===== src/logic/steer_pkg.sv =====
/*
  Shared constants, types and decode functions for the dual-bus word-width steering block.
  Assumes a single core clock domain and 40-bit data registers fed from 64-bit memory buses.
*/
package steer_pkg;

  // ----------------------------------------------------------------
  // Widths and counts
  // ----------------------------------------------------------------
  localparam int unsigned BUS_W = 64;
  localparam int unsigned REG_W = 40;
  localparam int unsigned IDX_W = 4;
  localparam int unsigned NBUS = 2;
  localparam int unsigned NPE = 2;
  localparam int unsigned ZFILL_W = 8;
  localparam int unsigned EXT_W = 40;
  localparam int unsigned EXT_PAD_W = 24;
  localparam int unsigned HALF_W = 32;
  localparam int unsigned NORMAL_W = 32;
  localparam int unsigned SHORT_W = 16;

  // ----------------------------------------------------------------
  // Bus and element numbering
  // ----------------------------------------------------------------
  localparam int unsigned BUS_DATA = 0;
  localparam int unsigned BUS_PROG = 1;
  localparam int unsigned PE_PRI = 0;
  localparam int unsigned PE_SEC = 1;

  // ----------------------------------------------------------------
  // Encodings
  // ----------------------------------------------------------------
  typedef enum logic [1:0] {
    W_SHORT = 2'b00,
    W_NORMAL = 2'b01,
    W_EXT = 2'b11,
    W_LONG = 2'b10
  } width_e;

  typedef enum logic [1:0] {
    M_SISD = 2'b00,
    M_SIMD = 2'b01,
    M_BCAST = 2'b11
  } mode_e;

  // ----------------------------------------------------------------
  // Decode functions
  // ----------------------------------------------------------------
  function automatic logic is_wide(input logic [1:0] w);
    is_wide = (w == W_EXT) || (w == W_LONG);
  endfunction

  function automatic logic [IDX_W-1:0] nb_of(input logic [IDX_W-1:0] r);
    nb_of = r ^ {{(IDX_W-1){1'b0}}, 1'b1};
  endfunction

endpackage


===== src/logic/steer_lane.sv =====
/*
  One bus lane: formats load data for the data registers and store data for the bus.
  Assumes register values arrive as 40-bit words with the fraction extension in the low byte.
*/
`timescale 1ns/10ps
module steer_lane
  import steer_pkg::*;
(
  input wire logic [1:0] width,
  input wire logic [steer_pkg::BUS_W-1:0] rdata,
  input wire logic [steer_pkg::REG_W-1:0] src,
  input wire logic [steer_pkg::REG_W-1:0] src_nb,
  output wire logic [steer_pkg::REG_W-1:0] ld_exp,
  output wire logic [steer_pkg::REG_W-1:0] ld_nb,
  output wire logic [steer_pkg::BUS_W-1:0] st_data
);

  // ----------------------------------------------------------------
  // Load formatting
  // ----------------------------------------------------------------
  wire logic [ZFILL_W-1:0] zf = '0;
  wire logic [REG_W-1:0] ld_long_hi = {rdata[BUS_W-1 -: HALF_W], zf};
  wire logic [REG_W-1:0] ld_long_lo = {rdata[HALF_W-1:0], zf};
  wire logic [REG_W-1:0] ld_ext = rdata[BUS_W-1 -: EXT_W];
  wire logic [REG_W-1:0] ld_norm = {rdata[NORMAL_W-1:0], zf};
  wire logic [REG_W-1:0] ld_short = {{(REG_W-SHORT_W-ZFILL_W){1'b0}}, rdata[SHORT_W-1:0], zf};

  assign ld_exp = (width == W_LONG) ? ld_long_hi :
                  (width == W_EXT) ? ld_ext :
                  (width == W_NORMAL) ? ld_norm : ld_short;
  assign ld_nb = ld_long_lo;

  // ----------------------------------------------------------------
  // Store formatting
  // ----------------------------------------------------------------
  wire logic [BUS_W-1:0] st_long = {src[REG_W-1:ZFILL_W], src_nb[REG_W-1:ZFILL_W]};
  wire logic [BUS_W-1:0] st_ext = {src, {EXT_PAD_W{1'b0}}};
  wire logic [BUS_W-1:0] st_norm = {{(BUS_W-NORMAL_W){1'b0}}, src[REG_W-1:ZFILL_W]};
  wire logic [BUS_W-1:0] st_short = {{(BUS_W-SHORT_W){1'b0}}, src[ZFILL_W +: SHORT_W]};

  assign st_data = (width == W_LONG) ? st_long :
                   (width == W_EXT) ? st_ext :
                   (width == W_NORMAL) ? st_norm : st_short;

endmodule


===== src/logic/dual_steer.sv =====
/*
  Steers load and store data between the data-side and program-side memory buses and the
  register files of the primary and secondary elements, one cycle from request to outputs.
  Assumes the register files take the write commands and supply store sources on this clock.
*/
// Function
// - Long word uses the whole 64-bit bus as one lane in one transfer.
// - SIMD dual long: data-side bus to primary, program-side to secondary only.
// - Long word load fills the named register and its neighbour in one element.
// - Long word loads write zeros into the low 8 bits of each register.
// - Each bus in a dual access is formatted by its own width.
// - SISD dual access accepts any width pairing across the buses.
// - Conflicting register targets: only the higher priority access is performed.
// - SIMD dual accepts any mix of extended and long words on the buses.
// - Broadcast load: SISD memory side, SIMD register side, both elements written.
// - Broadcast dual extended or long loads follow their own distinct flow.
// - Extended word rides the upper 40 bus bits, lower 24 bits zero.
`timescale 1ns/10ps
module dual_steer
  import steer_pkg::*;
(
  input wire logic clk,
  input wire logic srst,
  input wire logic ce,
  input wire logic req_valid,
  input wire logic [1:0] req_mode,
  input wire logic req_dual,
  input wire logic [steer_pkg::NBUS*2-1:0] req_width,
  input wire logic [steer_pkg::NBUS-1:0] req_load,
  input wire logic [steer_pkg::NBUS*steer_pkg::IDX_W-1:0] req_reg,
  input wire logic [steer_pkg::NBUS-1:0] req_pe,
  input wire logic [steer_pkg::NBUS-1:0] req_indirect,
  input wire logic [steer_pkg::NBUS*steer_pkg::BUS_W-1:0] bus_rdata,
  input wire logic [steer_pkg::NBUS*steer_pkg::REG_W-1:0] src_data,
  input wire logic [steer_pkg::NBUS*steer_pkg::REG_W-1:0] src_nb_data,
  output logic [steer_pkg::NBUS-1:0] bus_wen,
  output logic [steer_pkg::NBUS*steer_pkg::BUS_W-1:0] bus_wdata,
  output logic [steer_pkg::NPE*steer_pkg::NBUS-1:0] rf_we,
  output logic [steer_pkg::NPE*steer_pkg::NBUS-1:0] rf_nb_we,
  output logic [steer_pkg::NPE*steer_pkg::NBUS*steer_pkg::IDX_W-1:0] rf_idx,
  output logic [steer_pkg::NPE*steer_pkg::NBUS*steer_pkg::IDX_W-1:0] rf_nb_idx,
  output logic [steer_pkg::NPE*steer_pkg::NBUS*steer_pkg::REG_W-1:0] rf_wdata,
  output logic [steer_pkg::NPE*steer_pkg::NBUS*steer_pkg::REG_W-1:0] rf_nb_wdata,
  output logic conflict_drop,
  output logic illegal_req
);

  localparam int unsigned NK = NPE * NBUS;

  // ----------------------------------------------------------------
  // Request decode
  // ----------------------------------------------------------------
  wire logic is_sisd = (req_mode == M_SISD);
  wire logic is_simd = (req_mode == M_SIMD);
  wire logic is_bcast = (req_mode == M_BCAST);
  wire logic [1:0] w0 = req_width[1:0];
  wire logic [1:0] w1 = req_width[3:2];
  wire logic both_wide = is_wide(w0) && is_wide(w1);
  wire logic simd_wide = is_simd && req_dual && both_wide;
  wire logic bc_wide = is_bcast && req_dual && (is_wide(w0) || is_wide(w1));
  wire logic pair_bad = is_simd && req_dual && (is_wide(w0) != is_wide(w1));
  wire logic direct_bad = req_dual && !(&req_indirect);
  wire logic [NBUS-1:0] bus_on = {req_valid && req_dual, req_valid};

  logic [NBUS*REG_W-1:0] ld_exp_w;
  logic [NBUS*REG_W-1:0] ld_nb_w;
  logic [NBUS*BUS_W-1:0] st_w;
  logic [NK-1:0] hit;
  logic [NK-1:0] raw_k;
  logic [NK-1:0] nb_hit;
  logic [NPE-1:0] clash;

  // ----------------------------------------------------------------
  // Lane formatting and element routing
  // ----------------------------------------------------------------
  genvar b, p;
  generate
    for (b = 0; b < NBUS; b++) begin : g_bus
      steer_lane u_lane (
        .width(req_width[b*2 +: 2]),
        .rdata(bus_rdata[b*BUS_W +: BUS_W]),
        .src(src_data[b*REG_W +: REG_W]),
        .src_nb(src_nb_data[b*REG_W +: REG_W]),
        .ld_exp(ld_exp_w[b*REG_W +: REG_W]),
        .ld_nb(ld_nb_w[b*REG_W +: REG_W]),
        .st_data(st_w[b*BUS_W +: BUS_W])
      );
      for (p = 0; p < NPE; p++) begin : g_pe
        wire logic named = (p == PE_PRI) ? !req_pe[b] : req_pe[b];
        wire logic route = is_bcast ? 1'b1 :
                           simd_wide ? (b == p) : named;
        wire logic is_long = (req_width[b*2 +: 2] == W_LONG);
        assign raw_k[p*NBUS+b] = bus_on[b] && req_load[b] && route;
        // The program-side bus loses when both loads land on one register.
        assign hit[p*NBUS+b] = raw_k[p*NBUS+b] && !((b == BUS_PROG) && clash[p]);
        assign nb_hit[p*NBUS+b] = hit[p*NBUS+b] && is_long && !bc_wide;
      end
    end
    for (p = 0; p < NPE; p++) begin : g_clash
      wire logic [IDX_W-1:0] r0 = req_reg[0 +: IDX_W];
      wire logic [IDX_W-1:0] r1 = req_reg[IDX_W +: IDX_W];
      wire logic l0 = (w0 == W_LONG) && !bc_wide;
      wire logic l1 = (w1 == W_LONG) && !bc_wide;
      wire logic both = raw_k[p*NBUS] && raw_k[p*NBUS+1];
      wire logic ovl = (r0 == r1) || (l0 && nb_of(r0) == r1) ||
                       (l1 && nb_of(r1) == r0) || (l0 && l1 && nb_of(r0) == nb_of(r1));
      assign clash[p] = both && ovl;
    end
  endgenerate

  // ----------------------------------------------------------------
  // Output next values
  // ----------------------------------------------------------------
  logic [NK*IDX_W-1:0] idx_d;
  logic [NK*IDX_W-1:0] nb_idx_d;
  logic [NK*REG_W-1:0] wdata_d;
  logic [NK*REG_W-1:0] nb_wdata_d;
  generate
    for (p = 0; p < NPE; p++) begin : g_out_pe
      for (b = 0; b < NBUS; b++) begin : g_out_bus
        assign idx_d[(p*NBUS+b)*IDX_W +: IDX_W] = req_reg[b*IDX_W +: IDX_W];
        assign nb_idx_d[(p*NBUS+b)*IDX_W +: IDX_W] = nb_of(req_reg[b*IDX_W +: IDX_W]);
        assign wdata_d[(p*NBUS+b)*REG_W +: REG_W] = ld_exp_w[b*REG_W +: REG_W];
        assign nb_wdata_d[(p*NBUS+b)*REG_W +: REG_W] = ld_nb_w[b*REG_W +: REG_W];
      end
    end
  endgenerate

  wire logic [NBUS-1:0] wen_d = bus_on & ~req_load;

  // ----------------------------------------------------------------
  // Output registers
  // ----------------------------------------------------------------
  always_ff @(posedge clk) begin
    if (srst) begin
      bus_wen <= '0;
      bus_wdata <= '0;
      rf_we <= '0;
      rf_nb_we <= '0;
      rf_idx <= '0;
      rf_nb_idx <= '0;
      rf_wdata <= '0;
      rf_nb_wdata <= '0;
      conflict_drop <= 1'b0;
      illegal_req <= 1'b0;
    end else if (ce) begin
      bus_wen <= wen_d;
      bus_wdata <= st_w;
      rf_we <= hit;
      rf_nb_we <= nb_hit;
      rf_idx <= idx_d;
      rf_nb_idx <= nb_idx_d;
      rf_wdata <= wdata_d;
      rf_nb_wdata <= nb_wdata_d;
      conflict_drop <= |clash;
      illegal_req <= req_valid && (pair_bad || direct_bad);
    end
  end

  // ----------------------------------------------------------------
  // Assertions
  // ----------------------------------------------------------------
  wire logic [HALF_W-1:0] rd0_hi = bus_rdata[BUS_W-1 -: HALF_W];
  wire logic [HALF_W-1:0] rd0_lo = bus_rdata[HALF_W-1:0];
  wire logic [EXT_W-1:0] rd1_ext = bus_rdata[2*BUS_W-1 -: EXT_W];
  wire logic [HALF_W-1:0] src0_top = src_data[REG_W-1:ZFILL_W];
  wire logic [HALF_W-1:0] srcnb0_top = src_nb_data[REG_W-1:ZFILL_W];
  wire logic [IDX_W-1:0] reg0 = req_reg[IDX_W-1:0];
  wire logic long0_ld = req_valid && req_load[0] && (w0 == W_LONG);
endmodule


===== config.mk =====
export PLATFORM = sky130hd
export DESIGN_NAME = dual_steer
export DESIGN_NICKNAME = d
export VERILOG_FILES = /design/src/logic/steer_pkg.sv /design/src/logic/steer_lane.sv /design/src/logic/dual_steer.sv
export SDC_FILE = /design/constraint.sdc
export NUM_CORES = 1
export LEC_CHECK = 0
export ABC_AREA = 1
export BUFFER_PORTS_ARGS = -buffer_cell sky130_fd_sc_hd__buf_2
export CAP_MARGIN = 20
export CELL_PAD_IN_SITES_DETAIL_PLACEMENT = 0
export CELL_PAD_IN_SITES_GLOBAL_PLACEMENT = 1
export CORE_AREA = 10 10 301 303
export CTS_BUF_LIST = sky130_fd_sc_hd__clkbuf_4 sky130_fd_sc_hd__clkbuf_8 sky130_fd_sc_hd__clkbuf_16
export CTS_CLUSTER_SIZE = 28
export DETAILED_ROUTE_END_ITERATION = 8
export DIE_AREA = 0 0 311 313
export GPL_ROUTABILITY_DRIVEN = 1
export PLACE_DENSITY = 0.48
export SETUP_SLACK_MARGIN = 0.1
export SKIP_LAST_GASP = 1
export SLEW_MARGIN = 20
export SYNTH_ARGS = -nofsm -noshare
export SYNTH_HDL_FRONTEND = slang
export SYNTH_SLANG_ARGS = --single-unit

===== constraint.sdc =====
create_clock -name clk -period 2.35 [get_ports clk]
set_input_delay 0.5875 -clock clk [delete_from_list [all_inputs] [get_ports clk]]
set_output_delay 0.5875 -clock clk [all_outputs]
set_load 0.005 [all_outputs]

==> impl_metrics.env, run 1 <==
export IMPL_worstPathBufferInverterCount=1
export IMPL_cts_hold_fix_buffers=0
export IMPL_cts_path_max_buffers=3
export IMPL_standby_leakage_power_nw=8.85
export IMPL_worst_endpoint_arrival_ps=1250
export IMPL_crit_path_start_kind="register"
export IMPL_min_period_ps=1830
export IMPL_power_density_cell_area_nw_per_um2=741
export IMPL_core_sq_um=84600
export IMPL_post_synth_inst_count=1736
export IMPL_post_detailed_routing_wire_length_um=71900
export IMPL_gr_usage_all_layers_pct=14.0
export IMPL_flow_area_growth_from_synthesis_pct=38.7
export IMPL_design_area_sq_um=18100
export IMPL_synthesis_area_per_instance_sq_um=7.53
export IMPL_path_class="register to output port"
export IMPL_grt_max_degree=88
export IMPL_min_path_type="primary input to register"
export IMPL_hold_viol=0
export IMPL_required_ps=1760
export IMPL_nets=2607
export IMPL_dpl_wire_length_um=56400
export IMPL_initial_utilization_pct=15.4
export IMPL_drc_violation_count_after_routing=0
export IMPL_layout_drive_gt1_share_pct=38.3
export IMPL_setup_viol=0
export IMPL_outcome="complete, no violations"
export IMPL_cts_root_buf="sky130_fd_sc_hd__clkbuf_16"
export IMPL_gp_congestion=0.830
export IMPL_detail_route_vias_per_cell=3.92
export IMPL_postCtsResizedCells=0
export IMPL_cap_violations=0
export IMPL_vias_in_the_first_global_route=14480
export IMPL_initial_drt_pass_iterations=5
export IMPL_cts_inserted_buffers=39
export IMPL_synth_lib_cells_used_distinct=31
export IMPL_fin_setup_tns_ps=0
export IMPL_drtAntennaViolNets=0
export IMPL_flop2flop_setup_slack_ps=1540
export IMPL_dpl_cell_area_sq_um=16800
export IMPL_drt_wirelength_per_cell_um=20.7
export IMPL_dieWidth_um=311
export IMPL_drv_slew=0
export IMPL_multi_input_area_sq_um=5000
export IMPL_ff_latch_area_sq_um=5890
export IMPL_netlist_area_sq_um=13100
export IMPL_synth_seq_area_share_pct=45.0
export IMPL_antenna_found_initial=18
export IMPL_chipHeight_um=313
export IMPL_critPathMaxStageDelay_ps=510
export IMPL_final_fill_count=9697
export IMPL_cts_tree="done"
export IMPL_io_pins=805
export IMPL_postSynthRegisterBits=294
export IMPL_final_min_period_over_clock_period_pct=78.0
export IMPL_critical_path_slowest_cell="sky130_fd_sc_hd__dfxtp_1"
export IMPL_timing_critical_path_max_delay_family="flip-flops"
export IMPL_clk_pin_slew_ps=60
export IMPL_die_area_sq_um=97300
export IMPL_final_setup_skew_ps=0
export IMPL_timing_critical_path_to_type="output port"
export IMPL_detailedRoute_firstIterationViolations=738
export IMPL_max_slew_margin_rel_pct=47.3
export IMPL_path_cells="buf_2"
export IMPL_htree_num_levels=2
export IMPL_number_of_vias_in_the_routed_layout=13604
export IMPL_rsz_0062_raised_after_global_routing="false"
export IMPL_crit_path_max_fanout=3
export IMPL_rows=107
export IMPL_buffer_ports_inserted=756
export IMPL_maximum_clock_frequency_ghz=0.545
export IMPL_post_cts_repair_setup_buffers=0
export IMPL_number_of_clock_sinks=294
export IMPL_globalRoute_totalOverflow=0
export IMPL_vdd_drop_max_uv=325
export IMPL_worstSkewPairLatency_ps=540
export IMPL_grt_first_pass_wirelength_um=103000
export IMPL_yosys_warnings=0
export IMPL_max_slew_worst_pin_slew_ps=790
[per-layer routing]
layer  vias to the layer above  share of wire, %  global-route usage, %
met5                         -              0.11                      0
met1                      6424                41                   15.9
met4                        12               2.0                   4.00
met3                        78               6.8                   3.90
met2                       519                51                   25.2
li1                       6571                 -                      -
[kinds of logic after synthesis]
logic type      count (synthesis)  synth area share, %
compound gates                446                 18.5
fa+ha+maj                       2                0.192
flops                         294                 45.0
buf+inv                       372                 17.6
xor+xnor                        4                0.268
simple gates                  617                 18.3
other cells                     1               0.0287
[path summary, 6_finish.rpt]
check                                    from                       endpoint  cells past startpoint
setup / recovery    rf_wdata[85]$_SDFFE_PP0P_                    rf_wdata[5]                      1
hold / removal                  bus_rdata[15]  rf_nb_wdata[103]$_SDFFE_PP0P_                      3
setup reg to reg   rf_wdata[107]$_SDFFE_PP0P_     rf_wdata[107]$_SDFFE_PP0P_                      2
hold reg to reg   bus_wdata[115]$_SDFFE_PP0P_    bus_wdata[115]$_SDFFE_PP0P_                      2
[cells in the final DEF (no fill, tap or decap), types with 7 or more instances in the layout]
master                      count
sky130_fd_sc_hd__a21oi_1      215
sky130_fd_sc_hd__a31oi_1       20
sky130_fd_sc_hd__a41oi_1       16
sky130_fd_sc_hd__buf_12        12
sky130_fd_sc_hd__buf_2        754
sky130_fd_sc_hd__buf_4         31
sky130_fd_sc_hd__clkbuf_16     39
sky130_fd_sc_hd__clkbuf_4      10
sky130_fd_sc_hd__clkbuf_8       8
sky130_fd_sc_hd__conb_1        32
sky130_fd_sc_hd__dfxtp_1      294
sky130_fd_sc_hd__diode_2       12
sky130_fd_sc_hd__inv_1         47
sky130_fd_sc_hd__inv_2          7
sky130_fd_sc_hd__nand2_1      456
sky130_fd_sc_hd__nand3_1       33
sky130_fd_sc_hd__nor2_1       118
sky130_fd_sc_hd__o211ai_1      20
sky130_fd_sc_hd__o21ai_0      160
[cell usage after synthesis]
cell / instances / area share (%)
sky130_fd_sc_hd__clkbuf_1: 50 / 1.4
sky130_fd_sc_hd__a22oi_1: 5 / 0.29
sky130_fd_sc_hd__ha_1: 2 / 0.19
sky130_fd_sc_hd__nor2_2: 4 / 0.19
sky130_fd_sc_hd__buf_4: 212 / 12
sky130_fd_sc_hd__a21oi_1: 215 / 8.2
sky130_fd_sc_hd__o21ai_0: 160 / 6.1
sky130_fd_sc_hd__a221oi_1: 1 / 0.067
sky130_fd_sc_hd__nor2_4: 1 / 0.086
sky130_fd_sc_hd__nand4_1: 2 / 0.096
sky130_fd_sc_hd__conb_1: 1 / 0.029
sky130_fd_sc_hd__nand3_1: 33 / 1.3
sky130_fd_sc_hd__a31o_2: 5 / 0.34
sky130_fd_sc_hd__xnor2_1: 2 / 0.13
sky130_fd_sc_hd__a41oi_1: 16 / 1.1
sky130_fd_sc_hd__buf_2: 43 / 1.6
sky130_fd_sc_hd__nand2_4: 1 / 0.086
sky130_fd_sc_hd__xor2_1: 2 / 0.13
sky130_fd_sc_hd__a31oi_1: 20 / 0.96
sky130_fd_sc_hd__buf_1: 2 / 0.057
sky130_fd_sc_hd__inv_2: 8 / 0.23
sky130_fd_sc_hd__nor2_1: 118 / 3.4
sky130_fd_sc_hd__a2bb2oi_1: 1 / 0.067
sky130_fd_sc_hd__nand2_1: 456 / 13
sky130_fd_sc_hd__buf_6: 8 / 0.69
sky130_fd_sc_hd__clkinv_1: 1 / 0.029
sky130_fd_sc_hd__inv_1: 48 / 1.4
sky130_fd_sc_hd__a31o_1: 3 / 0.20
sky130_fd_sc_hd__nand2_2: 2 / 0.096
sky130_fd_sc_hd__dfxtp_1: 294 / 45
sky130_fd_sc_hd__o211ai_1: 20 / 1.1
[through the flow]
stage / worst slack [ps] / instances / utilization (%) / total power, mW / hold slack (ps)
finish: 517 / 3473 / 21.4 / 13.4 / 277
global route: 453 / 3470 / 21.4 / 14.1 / 258
detailed placement: 254 / 3395 / 19.9 / 7.51 / 454
floorplan: 534 / 1767 / - / 6.54 / 461
CTS: 471 / 3461 / 21.4 / 13.8 / 228
global placement: 261 / 3395 / 19.9 / 7.51 / 448
[state kept, by name (all words and copies together), names as in the netlist]
name,count
rf_idx,8
rf_nb_idx,2
conflict_drop,1
rf_nb_wdata,64
illegal_req,1
rf_we,4
rf_wdata,80
rf_nb_we,4
bus_wdata,128
bus_wen,2
[area by class of cell]
type / count / share of cell area, %
flip-flops and latches: 294 / 32.5
multi-input cells: 1101 / 27.6
repair buffers: 799 / 23.6
well taps: 1144 / 7.90
clock buffers: 57 / 6.41
inverters: 57 / 1.24
clock inverters: 9 / 0.683
diodes: 12 / 0.166
[power by group]
group | internal, mW | switching (mW)
combinational | 0.762 | 1.10
clock | 3.73 | 2.34
sequential | 5.27 | 0.221
(Power assumes the default switching activity.)
==> run 2: changes to the inputs <==
==> constraint.sdc (replaced) <==
create_clock -name clk -period 1.7 [get_ports clk]
set_input_delay 0.425 -clock clk [delete_from_list [all_inputs] [get_ports clk]]
set_output_delay 0.425 -clock clk [all_outputs]
set_load 0.005 [all_outputs]
==> impl_metrics.env, run 2 (synthesized netlist as in run 1, its figures left out) <==
export IMPL_detailedRoute_firstIterationViolations=724
export IMPL_vias_in_the_first_global_route=14608
export IMPL_post_cts_repair_setup_buffers=0
export IMPL_r2r_end="rf_wdata[107]$_SDFFE_PP0P_"
export IMPL_cts_tree="done"
export IMPL_fin_setup_tns_ps=0
export IMPL_min_period_ps=1540
export IMPL_standby_leakage_power_nw=9.08
export IMPL_grt_max_degree=89
export IMPL_path_cells="buf_2"
export IMPL_final_common_cell="sky130_fd_sc_hd__buf_2"
export IMPL_ff2ff_path_depth=2
export IMPL_rows=107
export IMPL_rsz_0062_raised_after_global_routing="true"
export IMPL_critical_path_slowest_cell="sky130_fd_sc_hd__dfxtp_4"
export IMPL_length_of_routed_met3_wiring_um=4530
export IMPL_dieWidth_um=311
export IMPL_drt_wirelength_per_cell_um=20.6
export IMPL_flip_flop_count_of_the_largest_register_all_copies_and_words_added=128
export IMPL_core_sq_um=84600
export IMPL_final_min_period_over_clock_period_pct=90.7
export IMPL_min_from="src_nb_data[51]"
export IMPL_design_area_sq_um=18600
export IMPL_dpl_wire_length_um=57600
export IMPL_m1WireLength_um=30100
export IMPL_die_area_sq_um=97300
export IMPL_crit_path_start_kind="register"
export IMPL_min_path_type="primary input to register"
export IMPL_buffer_ports_inserted=756
export IMPL_worst_reg2reg_startpoint="rf_wdata[107]$_SDFFE_PP0P_"
export IMPL_outcome="complete, no violations"
export IMPL_worstPathBufferInverterCount=1
export IMPL_cts_root_buf="sky130_fd_sc_hd__clkbuf_16"
export IMPL_min_delay_worst_endpoint="bus_wdata[67]$_SDFFE_PP0P_"
export IMPL_ff_latch_area_sq_um=5910
export IMPL_hold_path_cell_count=3
export IMPL_biggestRegsByFlops="bus_wdata: 128 flops, rf_wdata: 80 flops, rf_nb_wdata: 64 flops"
export IMPL_initial_utilization_pct=15.4
export IMPL_cap_violations=0
export IMPL_htree_num_levels=2
export IMPL_drc_violation_count_after_routing=0
export IMPL_maximum_clock_frequency_ghz=0.649
export IMPL_hold_viol=0
export IMPL_max_slew_margin_rel_pct=63.0
export IMPL_vdd_drop_max_uv=402
export IMPL_number_of_placed_cells_counting_well_taps=3436
export IMPL_layout_drive_gt1_share_pct=39.9
export IMPL_antenna_found_initial=14
export IMPL_final_setup_worst_slack_ps=158
export IMPL_worstSkewPairLatency_ps=540
export IMPL_top_register="bus_wdata"
export IMPL_number_of_clock_sinks=294
export IMPL_placement_setup_worst_slack_ps=-69.1
export IMPL_chipHeight_um=313
export IMPL_setup_viol=0
export IMPL_clk_pin_slew_ps=60
export IMPL_timing_critical_path_to_type="output port"
export IMPL_met2_wirelength_um=36300
export IMPL_power_density_cell_area_nw_per_um2=988
export IMPL_globalRoute_totalOverflow=0
export IMPL_flow_area_growth_from_synthesis_pct=42.0
export IMPL_final_util_pct=21.9
export IMPL_critPathMaxStageDelay_ps=430
export IMPL_final_cell_mix="sky130_fd_sc_hd__buf_2 (753), sky130_fd_sc_hd__nand2_1 (456), sky130_fd_sc_hd__dfxtp_1 (281), sky130_fd_sc_hd__a21oi_1 (215), sky130_fd_sc_hd__o21ai_0 (160)"
export IMPL_cts_inserted_buffers=37
export IMPL_path_class="register to output port"
export IMPL_cts_hold_fix_buffers=0
export IMPL_final_setup_skew_ps=0
export IMPL_drv_slew=0
export IMPL_gr_usage_all_layers_pct=14.1
export IMPL_final_fill_count=9693
export IMPL_nets=2646
export IMPL_detail_route_vias_per_cell=3.89
export IMPL_worst_endpoint_arrival_ps=1120
export IMPL_io_pins=805
export IMPL_postCtsResizedCells=14
export IMPL_initial_drt_pass_iterations=5
export IMPL_required_ps=1270
export IMPL_timing_critical_path_max_delay_family="flip-flops"
export IMPL_post_detailed_routing_wire_length_um=72500
export IMPL_gp_congestion=0.833
export IMPL_number_of_vias_in_the_routed_layout=13639
export IMPL_flop2flop_setup_slack_ps=820
export IMPL_route_top_layer_used="met5"
export IMPL_crit_path_max_fanout=3
export IMPL_grt_first_pass_wirelength_um=104000
export IMPL_max_slew_worst_pin_slew_ps=554
export IMPL_dpl_cell_area_sq_um=17300
export IMPL_drtAntennaViolNets=0
export IMPL_multi_input_area_sq_um=4990
export IMPL_final_cell_count_no_fill=3509
export IMPL_cts_path_max_buffers=3
run 2: where the power goes:
| group | internal [mW] | switching (mW) | leakage [nW] | total, mW |
|---|---|---|---|---|
| sequential | 7.28 | 0.305 | 2.43 | 7.59 |
| clock | 4.81 | 3.24 | 0.623 | 8.05 |
| combinational | 1.16 | 1.54 | 6.03 | 2.69 |
| total | 13.3 | 5.08 | 9.08 | 18.3 |
run 2: stage by stage:
step	hold slack, ps	power [mW]
after detailed placement	452	10.5
after global routing	94.9	19.3
after CTS	71.5	18.8
after global placement	449	10.5
after floorplan	461	9.04
final	126	18.3
run 2: final cells by class:
type	instances	share of cell area [%]
inverters	57	1.21
clock inverters	7	0.223
multi-input cells	1101	26.9
well taps	1144	7.71
repair buffers	840	25.6
clock buffers	58	6.43
diodes	8	0.108
flip-flops and latches	294	31.8
run 2: worst max-delay path by stage:
stage                                      end  depth (start not counted)  slack (ps)                     startpoint
floorplan             rf_nb_we[3]$_SDFFE_PP0P_                          9         100                   req_width[3]
global placement    conflict_drop$_SDFFE_PP0P_                         13         -70                   req_width[3]
detailed placement  bus_wdata[48]$_SDFFE_PP0P_                          8         -70                   req_width[1]
CTS                           rf_nb_wdata[117]                          1         100  rf_nb_wdata[117]$_SDFFE_PP0P_
global route                      rf_wdata[27]                          1         100     rf_wdata[107]$_SDFFE_PP0P_
finish                            rf_wdata[27]                          1         160     rf_wdata[107]$_SDFFE_PP0P_
run 2: layer usage:
metal | track usage, % | vias to the layer above
met2 | 25.2 | 509
met3 | 3.70 | 82
met1 | 16.4 | 6388
met4 | 3.92 | 10
li1 | - | 6650
met5 | 0 | -
==> run 3: changes to the inputs <==
==> constraint.sdc (replaced) <==
create_clock -name clk -period 1.9 [get_ports clk]
set_input_delay 0.475 -clock clk [delete_from_list [all_inputs] [get_ports clk]]
set_output_delay 0.475 -clock clk [all_outputs]
set_load 0.005 [all_outputs]
==> impl_metrics.env, run 3 (synthesized netlist as in run 1, its figures left out) <==
export IMPL_outcome="complete, no violations"
export IMPL_globalRoute_totalOverflow=0
export IMPL_detail_route_vias_per_cell=3.97
export IMPL_final_cell_mix="sky130_fd_sc_hd__buf_2 (754), sky130_fd_sc_hd__nand2_1 (456), sky130_fd_sc_hd__dfxtp_1 (294), sky130_fd_sc_hd__a21oi_1 (215), sky130_fd_sc_hd__o21ai_0 (160)"
export IMPL_final_common_cell="sky130_fd_sc_hd__buf_2"
export IMPL_drt_wirelength_per_cell_um=20.7
export IMPL_cap_violations=0
export IMPL_initial_drt_pass_iterations=5
export IMPL_cts_path_max_buffers=3
export IMPL_hold_viol=0
export IMPL_grt_max_degree=88
export IMPL_worstSkewPairLatency_ps=540
export IMPL_max_slew_margin_rel_pct=62.5
export IMPL_final_min_period_over_clock_period_pct=90.2
export IMPL_nets=2627
export IMPL_top_register="bus_wdata"
export IMPL_biggestRegsByFlops="bus_wdata: 128 flops, rf_wdata: 80 flops, rf_nb_wdata: 64 flops"
export IMPL_gr_usage_all_layers_pct=13.9
export IMPL_clk_pin_slew_ps=60
export IMPL_drc_violation_count_after_routing=0
export IMPL_fin_setup_tns_ps=0
export IMPL_die_area_sq_um=97300
export IMPL_vdd_drop_max_uv=407
export IMPL_multi_input_area_sq_um=5000
export IMPL_cts_tree="done"
export IMPL_dpl_cell_area_sq_um=17000
export IMPL_path_class="register to output port"
export IMPL_path_cells="buf_2"
export IMPL_r2r_end="rf_wdata[107]$_SDFFE_PP0P_"
export IMPL_min_period_ps=1710
export IMPL_vias_in_the_first_global_route=14438
export IMPL_critical_path_slowest_cell="sky130_fd_sc_hd__dfxtp_1"
export IMPL_max_slew_worst_pin_slew_ps=563
export IMPL_post_detailed_routing_wire_length_um=72300
export IMPL_htree_num_levels=2
export IMPL_cts_hold_fix_buffers=0
export IMPL_timing_critical_path_to_type="output port"
export IMPL_flop2flop_setup_slack_ps=1110
export IMPL_ff_latch_area_sq_um=5890
export IMPL_required_ps=1420
export IMPL_dieWidth_um=311
export IMPL_crit_path_start_kind="register"
export IMPL_cts_root_buf="sky130_fd_sc_hd__clkbuf_16"
export IMPL_standby_leakage_power_nw=8.95
export IMPL_critPathMaxStageDelay_ps=510
export IMPL_cts_inserted_buffers=39
export IMPL_drv_slew=0
export IMPL_timing_critical_path_max_delay_family="flip-flops"
export IMPL_worstPathBufferInverterCount=1
export IMPL_number_of_vias_in_the_routed_layout=13846
export IMPL_gp_congestion=0.826
export IMPL_core_sq_um=84600
export IMPL_initial_utilization_pct=15.4
export IMPL_io_pins=805
export IMPL_rsz_0062_raised_after_global_routing="false"
export IMPL_final_setup_skew_ps=0
export IMPL_min_path_type="primary input to register"
export IMPL_drtAntennaViolNets=0
export IMPL_crit_path_max_fanout=3
export IMPL_dpl_wire_length_um=57000
export IMPL_cp_endpoint="rf_wdata[5]"
export IMPL_timing_critical_path_depth=1
export IMPL_power_density_cell_area_nw_per_um2=902
export IMPL_flow_area_growth_from_synthesis_pct=39.9
export IMPL_buffer_ports_inserted=756
export IMPL_detailedRoute_firstIterationViolations=785
export IMPL_antenna_found_initial=9
export IMPL_flip_flop_count_of_the_largest_register_all_copies_and_words_added=128
export IMPL_rows=107
export IMPL_worst_endpoint_arrival_ps=1240
export IMPL_setup_viol=0
export IMPL_grt_first_pass_wirelength_um=102000
export IMPL_maximum_clock_frequency_ghz=0.583
export IMPL_postCtsResizedCells=0
export IMPL_final_fill_count=9704
export IMPL_ff2ff_path_depth=2
export IMPL_worst_reg2reg_startpoint="rf_wdata[107]$_SDFFE_PP0P_"
export IMPL_post_cts_repair_setup_buffers=0
export IMPL_number_of_clock_sinks=294
export IMPL_layout_drive_gt1_share_pct=38.8
export IMPL_design_area_sq_um=18300
export IMPL_chipHeight_um=313
export IMPL_worst_setup_path_startpoint="rf_wdata[85]$_SDFFE_PP0P_"
-- run 3: cell count changes in the layout (fill, tap and decap cells not counted), moves of 2 or more --
| cell | previous run | this run |
|---|---|---|
| sky130_fd_sc_hd__diode_2 | 8 | 5 |
| sky130_fd_sc_hd__clkbuf_8 | 12 | 5 |
| sky130_fd_sc_hd__clkbuf_16 | 39 | 41 |
| sky130_fd_sc_hd__buf_12 | 25 | 15 |
| sky130_fd_sc_hd__dfxtp_4 | 2 | 0 |
| sky130_fd_sc_hd__dfxtp_1 | 281 | 294 |
| sky130_fd_sc_hd__buf_4 | 60 | 48 |
| sky130_fd_sc_hd__clkbuf_4 | 7 | 15 |
| sky130_fd_sc_hd__dfxtp_2 | 11 | 0 |
-- run 3: worst min path at each step --
stage / from / end / slack (ps) / cells past startpoint
6_report: bus_rdata[65] / rf_nb_wdata[129]$_SDFFE_PP0P_ / 170 / 3
2_1_floorplan: bus_wdata[100]$_SDFFE_PP0P_ / bus_wdata[100]$_SDFFE_PP0P_ / 460 / 2
4_1_cts: bus_rdata[65] / rf_nb_wdata[129]$_SDFFE_PP0P_ / 120 / 3
5_1_grt: bus_rdata[69] / rf_nb_wdata[133]$_SDFFE_PP0P_ / 140 / 3
3_3_place_gp: bus_wdata[104]$_SDFFE_PP0P_ / bus_wdata[104]$_SDFFE_PP0P_ / 450 / 2
3_5_place_dp: bus_wdata[37]$_SDFFE_PP0P_ / bus_wdata[37]$_SDFFE_PP0P_ / 450 / 2
-- run 3: stage by stage --
stage               power (mW)  cells  utilization (%)  worst slack (ps)  hold WS, ps
global route              17.3   3485             21.6               126          139
floorplan                 8.09   1767                -               196          461
detailed placement        9.34   3415             20.1              21.8          454
finish                    16.5   3487             21.6               186          169
global placement          9.33   3415             20.1              46.8          450
CTS                       16.9   3482             21.6               141          121
-- run 3: final cells by class --
cell class              instances  share of cell area [%]
clock buffers                  61                    6.61
repair buffers                819                    24.4
multi-input cells            1101                    27.4
clock inverters                 6                   0.315
flip-flops and latches        294                    32.2
diodes                          5                  0.0685
inverters                      57                    1.23
well taps                    1144                    7.83
-- run 3: worst reg2reg max path: cells and delay by family, from the launching register on --
kind,cells,cell delay [ps]
DFF,1,330
AOI/OAI and AO/OA,1,290
and+or+nand+nor,1,60
-- run 3: power breakdown --
| group | switching (mW) | total [mW] | internal [mW] |
|---|---|---|---|
| registers | 0.268 | 6.79 | 6.52 |
| clock network | 2.86 | 7.35 | 4.48 |
| logic | 1.38 | 2.36 | 0.981 |
-- run 3: routing by layer --
metal / wire (um) / vias to the layer above / track usage [%]
met1: 29200 / 6577 / 15.9
met3: 5040 / 82 / 3.84
met5: 34 / - / 0
met2: 36500 / 561 / 25.2
li1: - / 6620 / -
met4: 1520 / 6 / 3.77
